`config.mk`:
```
export PLATFORM = sky130hd
export DESIGN_NAME = dmas_top
export DESIGN_NICKNAME = d
export VERILOG_FILES = /design/src/design/dmas_pkg.sv /design/src/design/dmas_top.sv
export SDC_FILE = /design/constraint.sdc
export NUM_CORES = 1
export LEC_CHECK = 0
export BUFFER_PORTS_ARGS = -buffer_cell sky130_fd_sc_hd__buf_2
export CORE_ASPECT_RATIO = 0.75
export CORE_UTILIZATION = 55
export DETAILED_ROUTE_END_ITERATION = 6
export PLACE_DENSITY_LB_ADDON = 0.3
export SLEW_MARGIN = 20
export SYNTH_ARGS = -nofsm -noshare
export SYNTH_HDL_FRONTEND = slang
export SYNTH_SLANG_ARGS = --single-unit
```
`constraint.sdc`:
```
create_clock -name pclk -period 6.69 [get_ports pclk]
set_clock_uncertainty 0.15 [all_clocks]
set_input_delay 0.669 -clock pclk [delete_from_list [all_inputs] [get_ports pclk]]
set_output_delay 0.669 -clock pclk [all_outputs]
set_load 0.02 [all_outputs]
```
`src/design/dmas_pkg.sv`:
```
// package: register offsets, field positions and reset values of the dma block
package dmas_pkg;
  // printed offsets are not multiples of four: kept as indices, byte = 4*index
  localparam logic [11:0] IDX_CH0_HI = 12'hfb2;
  localparam logic [11:0] IDX_CH0_START = 12'hfb3;
  localparam logic [11:0] IDX_CH0_END = 12'hfb4;
  localparam logic [11:0] IDX_CH1_HI = 12'hfba;
  localparam logic [11:0] IDX_CH1_START = 12'hfbb;
  localparam logic [11:0] IDX_CH1_END = 12'hfbc;
  localparam logic [11:0] IDX_ADC_BASE = 12'hfbd;
  localparam logic [11:0] IDX_ADC_CTL = 12'hfbe;
  localparam logic [11:0] IDX_STATUS = 12'hfbf;
  localparam logic [11:0] IDX_CH0_CTL = 12'hfb0;
  localparam logic [11:0] IDX_CH1_CTL = 12'hfb8;
  localparam int ADDR_W = 14;
  // general channel control fields
  localparam int CTL_EN = 7;
  localparam int CTL_LOOP = 6;
  localparam int CTL_IRQ = 4;
  localparam int CTL_WORD = 3;
  // adc control fields
  localparam int ACTL_EN = 7;
  localparam int ACTL_IRQ = 6;
  localparam int ACTL_CNT_LO = 0;
  // status fields
  localparam int ST_ADC = 2;
  localparam int ST_CH1 = 1;
  localparam int ST_CH0 = 0;
  localparam logic [7:0] RST_CTL = 8'h00;
  localparam logic [3:0] INPUT_ZERO = 4'h0;
  localparam logic [11:0] STEP_BYTE = 12'h001;
  localparam logic [11:0] STEP_WORD = 12'h002;
endpackage : dmas_pkg

```
`src/design/dmas_top.sv`:
```
// dma address generation, adc scan sequencing and status, apb slave
//
// What this block does
// - high nibble register upper bits give end top
// - start address is low nibble plus start byte
// - end address is end nibble plus end byte
// - start byte write loads the start address
// - current address steps one or two per transfer
// - start byte read returns current address low
// - adc address is base[7:1], input, zero
// - result high byte even, low byte odd
// - adc disabled ignores conversions, input forced zero
// - adc interrupt only after last input, if enabled
// - count field selects inputs zero through n
// - scan starts at zero, steps up one
// - status bits 7..4 show current input
// - status read clears all three flags
// - status bit 2 set at adc scan end
// - status bits 1,0 set at channel end
// - at end address reload start, single pass disables
// - channel with irq enable flags at end
// - after last input return to zero, else next
//
// The APB interface to the registers was chosen for this implementation.
`timescale 1ns/1ps
`default_nettype none
module dmas_top
  import dmas_pkg::*;
(
  // clock and reset
  input wire logic pclk,
  input wire logic presetn,
  // apb slave
  input wire logic psel,
  input wire logic penable,
  input wire logic pwrite,
  input wire logic [ADDR_W-1:0] paddr,
  input wire logic [31:0] pwdata,
  output logic [31:0] prdata,
  output logic pready,
  output logic pslverr,
  // general channel transfer completions (one pulse per finished transfer)
  input wire logic [1:0] chan_xfer_done,
  // adc result ready, with 10-bit result
  input wire logic adc_result_valid,
  input wire logic [9:0] adc_result,
  // register file write port for adc results
  output logic rf_we,
  output logic [11:0] rf_addr,
  output logic [7:0] rf_wdata,
  // per channel current address and end address toward the bus engine
  output logic [23:0] chan_cur_addr,
  output logic [23:0] chan_end_addr,
  output logic [1:0] chan_enable,
  output logic [1:0] chan_word,
  // adc input select and conversion start
  output logic [3:0] current_input_number,
  output logic adc_start,
  // dma interrupt request
  output logic dma_irq
);
  logic [7:0] hi_q [2];
  logic [7:0] start_q [2];
  logic [7:0] end_q [2];
  logic [11:0] cur_q [2];
  logic [7:0] ctl_q [2];
  logic [7:0] base_q;
  logic [7:0] actl_q;
  logic [3:0] inp_q;
  logic [2:0] flag_q;
  logic [1:0] ch_end_ev;
  logic adc_pend_q;
  logic [7:0] adc_low_q;
  logic adc_last_ev;
  logic [2:0] flag_set;
  logic wr_en, rd_en;
  logic [11:0] idx;
  logic [7:0] rd_d;
  logic [1:0] wr_start, wr_hi;

  assign idx = paddr[ADDR_W-1:2];
  assign wr_en = psel & penable & pwrite;
  assign rd_en = psel & penable & ~pwrite;
  assign adc_last_ev = adc_result_valid & actl_q[ACTL_EN] &
                       (inp_q >= actl_q[ACTL_CNT_LO +: 4]);
  assign flag_set[ST_ADC] = adc_last_ev & actl_q[ACTL_IRQ];
  assign flag_set[ST_CH1] = ch_end_ev[1] & ctl_q[1][CTL_IRQ];
  assign flag_set[ST_CH0] = ch_end_ev[0] & ctl_q[0][CTL_IRQ];

  // apb: zero wait states, no error
  always_ff @(posedge pclk or negedge presetn) begin
    if (!presetn) begin
      pready <= 1'b0;
      pslverr <= 1'b0;
    end else begin
      pready <= psel & ~penable;
      pslverr <= 1'b0;
    end
  end

  // general channels
  genvar g;
  for (g = 0; g < 2; g++) begin : g_chan
    logic [11:0] start_full, end_full;
    logic [11:0] hi_idx, st_idx, en_idx, ct_idx;
    assign hi_idx = (g == 0) ? IDX_CH0_HI : IDX_CH1_HI;
    assign st_idx = (g == 0) ? IDX_CH0_START : IDX_CH1_START;
    assign en_idx = (g == 0) ? IDX_CH0_END : IDX_CH1_END;
    assign ct_idx = (g == 0) ? IDX_CH0_CTL : IDX_CH1_CTL;
    assign start_full = {hi_q[g][3:0], start_q[g]};
    assign end_full = {hi_q[g][7:4], end_q[g]};
    assign wr_start[g] = wr_en & (idx == st_idx);
    assign wr_hi[g] = wr_en & (idx == hi_idx);
    assign ch_end_ev[g] = chan_xfer_done[g] & ctl_q[g][CTL_EN] &
                          (cur_q[g] == end_full);

    always_ff @(posedge pclk) begin
      if (wr_en && idx == hi_idx) hi_q[g] <= pwdata[7:0];
      if (wr_en && idx == st_idx) start_q[g] <= pwdata[7:0];
      if (wr_en && idx == en_idx) end_q[g] <= pwdata[7:0];
    end

    // current address: loaded by start writes, stepped per transfer
    always_ff @(posedge pclk) begin
      if (wr_start[g] || wr_hi[g]) begin
        cur_q[g] <= wr_start[g] ? {hi_q[g][3:0], pwdata[7:0]}
                                : {pwdata[3:0], start_q[g]};
      end else if (ch_end_ev[g]) begin
        cur_q[g] <= start_full;
      end else if (chan_xfer_done[g] && ctl_q[g][CTL_EN]) begin
        cur_q[g] <= cur_q[g] + (ctl_q[g][CTL_WORD] ? STEP_WORD
                                                    : STEP_BYTE);
      end
    end

    always_ff @(posedge pclk or negedge presetn) begin
      if (!presetn) begin
        ctl_q[g] <= RST_CTL;
      end else if (wr_en && idx == ct_idx) begin
        ctl_q[g] <= pwdata[7:0];
      end else if (ch_end_ev[g] && !ctl_q[g][CTL_LOOP]) begin
        ctl_q[g][CTL_EN] <= 1'b0;
      end
    end

    always_ff @(posedge pclk or negedge presetn) begin
      if (!presetn) begin
        chan_cur_addr[g*12 +: 12] <= 12'h000;
        chan_end_addr[g*12 +: 12] <= 12'h000;
        chan_enable[g] <= 1'b0;
        chan_word[g] <= 1'b0;
      end else begin
        chan_cur_addr[g*12 +: 12] <= cur_q[g];
        chan_end_addr[g*12 +: 12] <= end_full;
        chan_enable[g] <= ctl_q[g][CTL_EN];
        chan_word[g] <= ctl_q[g][CTL_WORD];
      end
    end
  end

  always_ff @(posedge pclk) begin
    if (wr_en && idx == IDX_ADC_BASE) base_q <= pwdata[7:0];
  end

  always_ff @(posedge pclk or negedge presetn) begin
    if (!presetn) actl_q <= RST_CTL;
    else if (wr_en && idx == IDX_ADC_CTL) actl_q <= pwdata[7:0];
  end

  // adc scan sequencing
  always_ff @(posedge pclk or negedge presetn) begin
    if (!presetn) begin
      inp_q <= INPUT_ZERO;
      adc_start <= 1'b0;
    end else if (!actl_q[ACTL_EN]) begin
      inp_q <= INPUT_ZERO;
      adc_start <= 1'b0;
    end else if (adc_result_valid) begin
      inp_q <= adc_last_ev ? INPUT_ZERO : inp_q + 4'h1;
      adc_start <= 1'b1;
    end else begin
      adc_start <= 1'b0;
    end
  end

  // result written high byte at even address, then low at odd
  always_ff @(posedge pclk or negedge presetn) begin
    if (!presetn) begin
      rf_we <= 1'b0;
      rf_addr <= 12'h000;
      rf_wdata <= 8'h00;
      adc_pend_q <= 1'b0;
      adc_low_q <= 8'h00;
    end else if (adc_result_valid && actl_q[ACTL_EN]) begin
      rf_we <= 1'b1;
      rf_addr <= {base_q[7:1], inp_q, 1'b0};
      rf_wdata <= adc_result[9:2];
      adc_pend_q <= 1'b1;
      adc_low_q <= {adc_result[1:0], 6'h00};
    end else if (adc_pend_q) begin
      rf_we <= 1'b1;
      rf_addr <= {rf_addr[11:1], 1'b1};
      rf_wdata <= adc_low_q;
      adc_pend_q <= 1'b0;
    end else begin
      rf_we <= 1'b0;
    end
  end

  // status flags: set wins over read clear
  always_ff @(posedge pclk or negedge presetn) begin
    if (!presetn) begin
      flag_q <= 3'b000;
    end else begin
      if (rd_en && idx == IDX_STATUS) flag_q <= 3'b000;
      if (flag_set[ST_ADC]) flag_q[ST_ADC] <= 1'b1;
      if (flag_set[ST_CH1]) flag_q[ST_CH1] <= 1'b1;
      if (flag_set[ST_CH0]) flag_q[ST_CH0] <= 1'b1;
    end
  end

  always_ff @(posedge pclk or negedge presetn) begin
    if (!presetn) begin
      dma_irq <= 1'b0;
      current_input_number <= INPUT_ZERO;
    end else begin
      dma_irq <= |flag_q;
      current_input_number <= inp_q;
    end
  end

  always_comb begin
    rd_d = 8'h00;
    case (idx)
      IDX_CH0_HI: rd_d = hi_q[0];
      IDX_CH0_START: rd_d = cur_q[0][7:0];
      IDX_CH0_END: rd_d = end_q[0];
      IDX_CH1_HI: rd_d = hi_q[1];
      IDX_CH1_START: rd_d = cur_q[1][7:0];
      IDX_CH1_END: rd_d = end_q[1];
      IDX_CH0_CTL: rd_d = ctl_q[0];
      IDX_CH1_CTL: rd_d = ctl_q[1];
      IDX_ADC_BASE: rd_d = base_q;
      IDX_ADC_CTL: rd_d = actl_q;
      // flags set in the setup cycle are reported before the clear
      IDX_STATUS: rd_d = {inp_q, 1'b0, flag_q | flag_set};
      default: rd_d = 8'h00;
    endcase
  end

  always_ff @(posedge pclk or negedge presetn) begin
    if (!presetn) prdata <= 32'h0;
    else if (psel && !penable && !pwrite) prdata <= {24'h0, rd_d};
  end

  // assertions
  property p_rd_clear;
    @(posedge pclk) disable iff (!presetn)
    (rd_en && idx == IDX_STATUS && !adc_last_ev && !(|ch_end_ev))
      |=> flag_q == 3'b000;
  endproperty
  a_rd_clear: assert property (p_rd_clear) else $error("no clear");

  property p_irq;
    @(posedge pclk) disable iff (!presetn) (|flag_q) |=> dma_irq;
  endproperty
  a_irq: assert property (p_irq) else $error("irq missing");

  property p_adc_dis;
    @(posedge pclk) disable iff (!presetn) !actl_q[ACTL_EN] |=> inp_q == 4'h0;
  endproperty
  a_adc_dis: assert property (p_adc_dis) else $error("input not zero");

  property p_odd;
    @(posedge pclk) disable iff (!presetn)
    (adc_result_valid && actl_q[ACTL_EN]) |=> rf_we && !rf_addr[0]
      ##1 rf_we && rf_addr[0];
  endproperty
  a_odd: assert property (p_odd) else $error("byte order wrong");

  property p_step;
    @(posedge pclk) disable iff (!presetn)
    (chan_xfer_done[0] && ctl_q[0][CTL_EN] && !ch_end_ev[0] &&
     !wr_start[0] && !wr_hi[0] && !ctl_q[0][CTL_WORD])
      |=> cur_q[0] == $past(cur_q[0]) + 12'h001;
  endproperty
  a_step: assert property (p_step) else $error("step wrong");

  property p_single;
    @(posedge pclk) disable iff (!presetn)
    (ch_end_ev[0] && !ctl_q[0][CTL_LOOP] && !(wr_en && idx == IDX_CH0_CTL))
      |=> !ctl_q[0][CTL_EN];
  endproperty
  a_single: assert property (p_single) else $error("not disabled");

  property p_wrap;
    @(posedge pclk) disable iff (!presetn)
    adc_last_ev |=> inp_q == 4'h0 && adc_start;
  endproperty
  a_wrap: assert property (p_wrap) else $error("no wrap");

  property p_aflag;
    @(posedge pclk) disable iff (!presetn)
    (adc_last_ev && actl_q[ACTL_IRQ]) |=> flag_q[ST_ADC] ##1 dma_irq;
  endproperty
  a_aflag: assert property (p_aflag) else $error("adc flag");

  property p_word_step;
    @(posedge pclk) disable iff (!presetn)
    (chan_xfer_done[1] && ctl_q[1][CTL_EN] && !ch_end_ev[1] &&
     !wr_start[1] && !wr_hi[1] && ctl_q[1][CTL_WORD])
      |=> cur_q[1] == $past(cur_q[1]) + STEP_WORD;
  endproperty
  a_word_step: assert property (p_word_step) else $error("word step");

  property p_reload;
    @(posedge pclk) disable iff (!presetn)
    (ch_end_ev[1] && !wr_start[1] && !wr_hi[1])
      |=> cur_q[1] == {hi_q[1][3:0], start_q[1]};
  endproperty
  a_reload: assert property (p_reload) else $error("no reload");

  property p_loop_keep;
    @(posedge pclk) disable iff (!presetn)
    (ch_end_ev[1] && ctl_q[1][CTL_LOOP] && !(wr_en && idx == IDX_CH1_CTL))
      |=> ctl_q[1][CTL_EN];
  endproperty
  a_loop_keep: assert property (p_loop_keep) else $error("loop off");

  property p_ch1_flag;
    @(posedge pclk) disable iff (!presetn)
    (ch_end_ev[1] && ctl_q[1][CTL_IRQ]) |=> flag_q[ST_CH1];
  endproperty
  a_ch1_flag: assert property (p_ch1_flag) else $error("flag1");

  property p_ch0_flag;
    @(posedge pclk) disable iff (!presetn)
    (ch_end_ev[0] && ctl_q[0][CTL_IRQ]) |=> flag_q[ST_CH0];
  endproperty
  a_ch0_flag: assert property (p_ch0_flag) else $error("flag0");

  property p_no_aflag;
    @(posedge pclk) disable iff (!presetn)
    (!flag_q[ST_ADC] && !(adc_last_ev && actl_q[ACTL_IRQ]))
      |=> !flag_q[ST_ADC];
  endproperty
  a_no_aflag: assert property (p_no_aflag) else $error("stray flag");

  property p_scan_step;
    @(posedge pclk) disable iff (!presetn)
    (adc_result_valid && actl_q[ACTL_EN] && !adc_last_ev)
      |=> inp_q == $past(inp_q) + 4'h1;
  endproperty
  a_scan_step: assert property (p_scan_step) else $error("no step");

  property p_res_bytes;
    @(posedge pclk) disable iff (!presetn)
    (adc_result_valid && actl_q[ACTL_EN])
      |=> rf_wdata == $past(adc_result[9:2])
      ##1 rf_wdata == {$past(adc_result[1:0], 2), 6'h00};
  endproperty
  a_res_bytes: assert property (p_res_bytes) else $error("bad bytes");

  property p_res_addr;
    @(posedge pclk) disable iff (!presetn)
    (adc_result_valid && actl_q[ACTL_EN])
      |=> rf_addr == {$past(base_q[7:1]), $past(inp_q), 1'b0};
  endproperty
  a_res_addr: assert property (p_res_addr) else $error("bad address");

  property p_stat_input;
    @(posedge pclk) disable iff (!presetn)
    (psel && !penable && !pwrite && idx == IDX_STATUS)
      |=> prdata[7:4] == $past(inp_q) && !prdata[3];
  endproperty
  a_stat_input: assert property (p_stat_input) else $error("input");

  property p_cur_read;
    @(posedge pclk) disable iff (!presetn)
    (psel && !penable && !pwrite && idx == IDX_CH0_START)
      |=> prdata[7:0] == $past(cur_q[0][7:0]);
  endproperty
  a_cur_read: assert property (p_cur_read) else $error("not current");

  property p_dis_ignore;
    @(posedge pclk) disable iff (!presetn)
    (adc_result_valid && !actl_q[ACTL_EN] && !adc_pend_q) |=> !rf_we;
  endproperty
  a_dis_ignore: assert property (p_dis_ignore) else $error("taken");
endmodule : dmas_top
`default_nettype wire

```
After elaboration in Yosys (flattened, before gate mapping):

Memory sizes are Yosys's and may differ from the RTL's.
Index checks and enable logic that the tools add are counted.

* add/subtract/negate cells: 3
* $lt $le $gt $ge: 1
* eq/ne operators: 14
* muxes and demuxes: 68
* bitwise operators: 24
* reduce and logical (&&, ||, !) cells: 34

Operators with widths (number)
* $eq 12x12->1 const B: 11
* $pmux 8 s11: 1
* $mux 12: 7
* $mux 1: 49
* $mux 8: 5
* $add 12x2->12: 2
* $eq 12x12->1: 2
* $reduce_or 8->1: 3
* $logic_and 1x1->1: 18
* $and 1x1->1: 17
* $mux 4: 3
* $reduce_bool 2->1: 6
* $add 4x1->4 const B: 1
* $ge 4x4->1: 1
* $logic_not 1->1: 4
* $mux 2: 2
* $or 1x1->1: 4
* $mux 3: 1
* $or 3x3->3: 1
* $reduce_or 3->1: 1
* $logic_or 1x1->1: 2
* $ne 2x2->1 const B: 1
* $not 1->1: 2

* register bits: 130
* RAM bits: 72
* bits of input ports: 64
* output and inout port bits: 113
* logic and storage cells: 177
* memories: 4

Memory list
* cur_q: depth 2, width 12, rd ports 2, clocked after memory_dff 0, write ports 2, RTL line dmas_top.sv:65 `logic [11:0] cur_q [2];`
* end_q: depth 2, width 8, rd ports 2, clocked after memory_dff 0, write ports 1, RTL line dmas_top.sv:64 `logic [7:0] end_q [2];`
* hi_q: depth 2, width 8, rd ports 2, clocked after memory_dff 0, write ports 1, RTL line dmas_top.sv:62 `logic [7:0] hi_q [2];`
* start_q: depth 2, width 8, rd ports 2, clocked after memory_dff 0, write ports 1, RTL line dmas_top.sv:63 `logic [7:0] start_q [2];`

Logic depth before layout (Yosys ltp):

* depth in word-level cells: 8
* gate-level depth with buffers: 9
* gate-level depth less buffers: 9

Worst setup path before layout:

OpenSTA, ideal clock, no wires.

* kind: input-to-reg
* start point: in paddr[12]
* end point: reg base_q[0], enable pin
* setup time: 395 ps
* arrival: 2392 ps
* data required time: 6145 ps
* path slack: 3754 ps
* stages: 4
* cells stage by stage: nand4_1 -> or3_2 -> clkbuf_1 -> nor4_1

* cells in the longest elaborated chain, start to end: 2

RTL lines
* start, declared: RTL line dmas_top.sv:37 `input wire logic [ADDR_W-1:0] paddr,`
* $eq 12x12->1: RTL line dmas_top.sv:162 `if (wr_en && idx == IDX_ADC_BASE) base_q <= pwdata[7:0];`
* $logic_and 1x1->1: RTL line dmas_top.sv:162
* end signal, assigned: RTL line dmas_top.sv:162
* end, declared: RTL line dmas_top.sv:67 `logic [7:0] base_q;`

Every way passes these cells.
A chain may end at the register's enable or synchronous reset.

==> impl_metrics.ini <==
[cells_and_area]
finalInstanceArea_sq_um = 10300
diodes = 0
n_fill_cell = 1126
final_nets = 902
drive_above_1_share_pct = 25.7
areaGrowthSynthToFinish_pct = 15.6

[outcome]
outcome = completed

[critical_path]
crit_start = paddr[2]
crit_slowest_cell = or4_1
rrSetupSlack_ns = 4.06
slowest_delay_ns = 0.84
cp_num_buf_inv = 2
start_kind = input port
reg2reg_depth = 6
required_ns = 6.80
r2r-end = cur_q[0][9]
crit_chain = buf_2, inv_1, or4_1, mux2_1, mux2_2
crit_fanout = 30
r2r_start = end_q[0][4]
cp-end-kind = flip-flop
critical_path_class = input port to flip-flop
cp_top_family = buffers and inverters
arrival_ns = 3.08

[clock_tree]
htreeDepth = 1
clk_path_buf_depth = 3
postCtsResizedCells = 0
clockRootBuffer = clkbuf_16
cts_tree = done
cts.clk_slew.worst_paths_ns = 0.07
hold_buffers = 0
cts_setup_buffers = 0
clock_latency_ns = 0.50
cts_inserted_buffers = 20
cts.sinks = 201

[timing]
hold_ws_ns = 0.0685
finalSetupViolCount = 0
rsz0062_at_grt = no
layout_min_cycle_time_ns = 2.97
fin_tns_setup_ns = 0
period_share_pct = 44.4
fmax_mhz = 337
slew_viol_final = 0
slew_headroom_pct = 38.3
finalHoldViolCount = 0
tightest_slew_ns = 0.921

[floorplanning]
ios = 177
fp.dieW_um = 149
initial_utilization_pct = 57.4
die_area_sq_um = 16600
num_rows = 39
die_h_um = 112
core_area_sq_um = 15500

[routing]
wl_per_cell_um = 23.1
vias = 6253
drtIter0Drc = 549
via_per_inst = 5.98
dr.pass1.iters = 5
drc = 0
routed_wirelength_mm = 24.2
antenna_left = 0

[place]
place_area_sq_um = 9600
dp.final_hpwl_mm = 16.8
gp_congestion = 0.965
io_buffers = 125

[grt]
grt.total_usage_pct = 29.8
antenna_found_initial = 2
grt_pass1_wl_mm = 36.5
grt_overflow = 0
grt_pass1_vias = 6105
grt_start_max_net_pins = 70

[synth]
synth-xor-area-share_pct = 4.34
syn-cell-area_sq_um = 8870
syn_avg_cell_area_sq_um = 12.7
yosys.area_share.simple_pct = 12.5
synth_top_area_cell = dfrtp_1
synth_top_cell_area_share_pct = 34.1
synth_common_cells = 121 x dfrtp_1, 103 x nand2_1, 80 x edfxtp_1
synth_seq_cells = 201
postSynthCellCount = 698
synthAdderAreaFrac_pct = 1.72
ys.flop_type = dfrtp_1
synth.area.top_cells = dfrtp_1 34%, edfxtp_1 27%, nand2_1 4.4%, mux2i_1 3.7%, mux2_2 3.3%
synth-edff-count = 80
synth_most_common_cell = dfrtp_1
async_reset_ff_share_pct = 60.2
synth_top_family_by_area = simple AND/OR/NAND/NOR gates
synth-compound-area-share_pct = 8.46
synthMuxAreaShare_pct = 7.66
ys_warn_count = 0
ys_seq_area_share_pct = 61.2
ys_types = 71

[power]
powerDensity_nw_per_um2 = 249
ir_drop_mv = 0.165
cellLeakagePower_uw = 0.00452

[worst_hold_path]
hold_path.class = input port to asynchronous set/reset pin

[flow_run]
drv_cap = 0
## worst max path at each step
| stage | endpoint | depth (start not counted) |
|---|---|---|
| floorplan | base_q[0] | 4 |
| global placement | cur_q[0][0] | 7 |
| detailed placement | cur_q[0][0] | 5 |
| CTS | cur_q[0][0] | 5 |
| global route | cur_q[0][0] | 5 |
| finish | cur_q[0][0] | 5 |
## per-stage QoR
step / total power (uW) / cells / worst slack (ns) / utilization [%]
3_5_place_dp: 1460 / 1010 / 3.23 / 62.1
5_1_grt: 2620 / 1046 / 3.63 / 66.3
4_1_cts: 2560 / 1046 / 3.76 / 66.3
6_report: 2550 / 1046 / 3.72 / 66.3
2_1_floorplan: 1410 / 722 / 3.75 / -
3_3_place_gp: 1460 / 1010 / 3.19 / 62.0
## layout by cell type, fill, tap and decap left out, types with 7 or more instances in the layout
cell type and count:
nand3b_1 9, dfrtp_1 121, clkbuf_16 21, nand3_1 15, o221a_1 8, a22oi_1 15
a21oi_1 10, ha_1 9, inv_1 14, mux2i_1 33, edfxtp_1 80, a31oi_1 7
nor2_1 22, o21ai_0 15, buf_4 8, nand2_1 103, nand2b_1 8, xor2_1 21
xnor2_1 23, buf_2 124, nand4_1 7, conb_1 25, mux2_2 26, nor3_1 8
## area by class of cell
cell class              count  area, sq um  share of cell area, %
flip-flops and latches    201         5430                   53.0
clock inverters             8         67.6                  0.659
inverters                  16         61.3                  0.598
well taps                 205          256                   2.50
repair buffers            132          681                   6.64
multi-input cells         456         3170                   31.0
clock buffers              28          582                   5.67
## state kept, by name, indices dropped and copies added, names as in the netlist, 4 cells and up
name,flops
chan_end_addr,24
prdata,8
ctl_q,16
inp_q,4
chan_cur_addr,24
start_q,16
rf_addr,12
end_q,16
current_input_number,4
actl_q,8
cur_q,24
base_q,8
rf_wdata,8
hi_q,16
## where the power goes
part / leakage, uW / internal, uW / switching (uW)
logic: 0.00195 / 36.9 / 97.2
registers: 0.00224 / 1300 / 12.6
clock network: 0.000325 / 647 / 463
## logic make-up after synthesis
logic type / after synthesis
simple gates: 217
compound gates: 97
other cells: 1
fa+ha+maj: 11
flops: 201
mux: 62
buf+inv: 65
xor+xnor: 44
## routing by layer
layer	up-vias	part of all wire, %	GRT usage, %
li1	2743	-	-
met1	3116	43	43.6
met2	338	45	44.8
met3	52	9.4	7.70
met4	4	2.1	6.25
met5	-	0.12	0
Note: power is estimated with default switching activity, not from simulation.
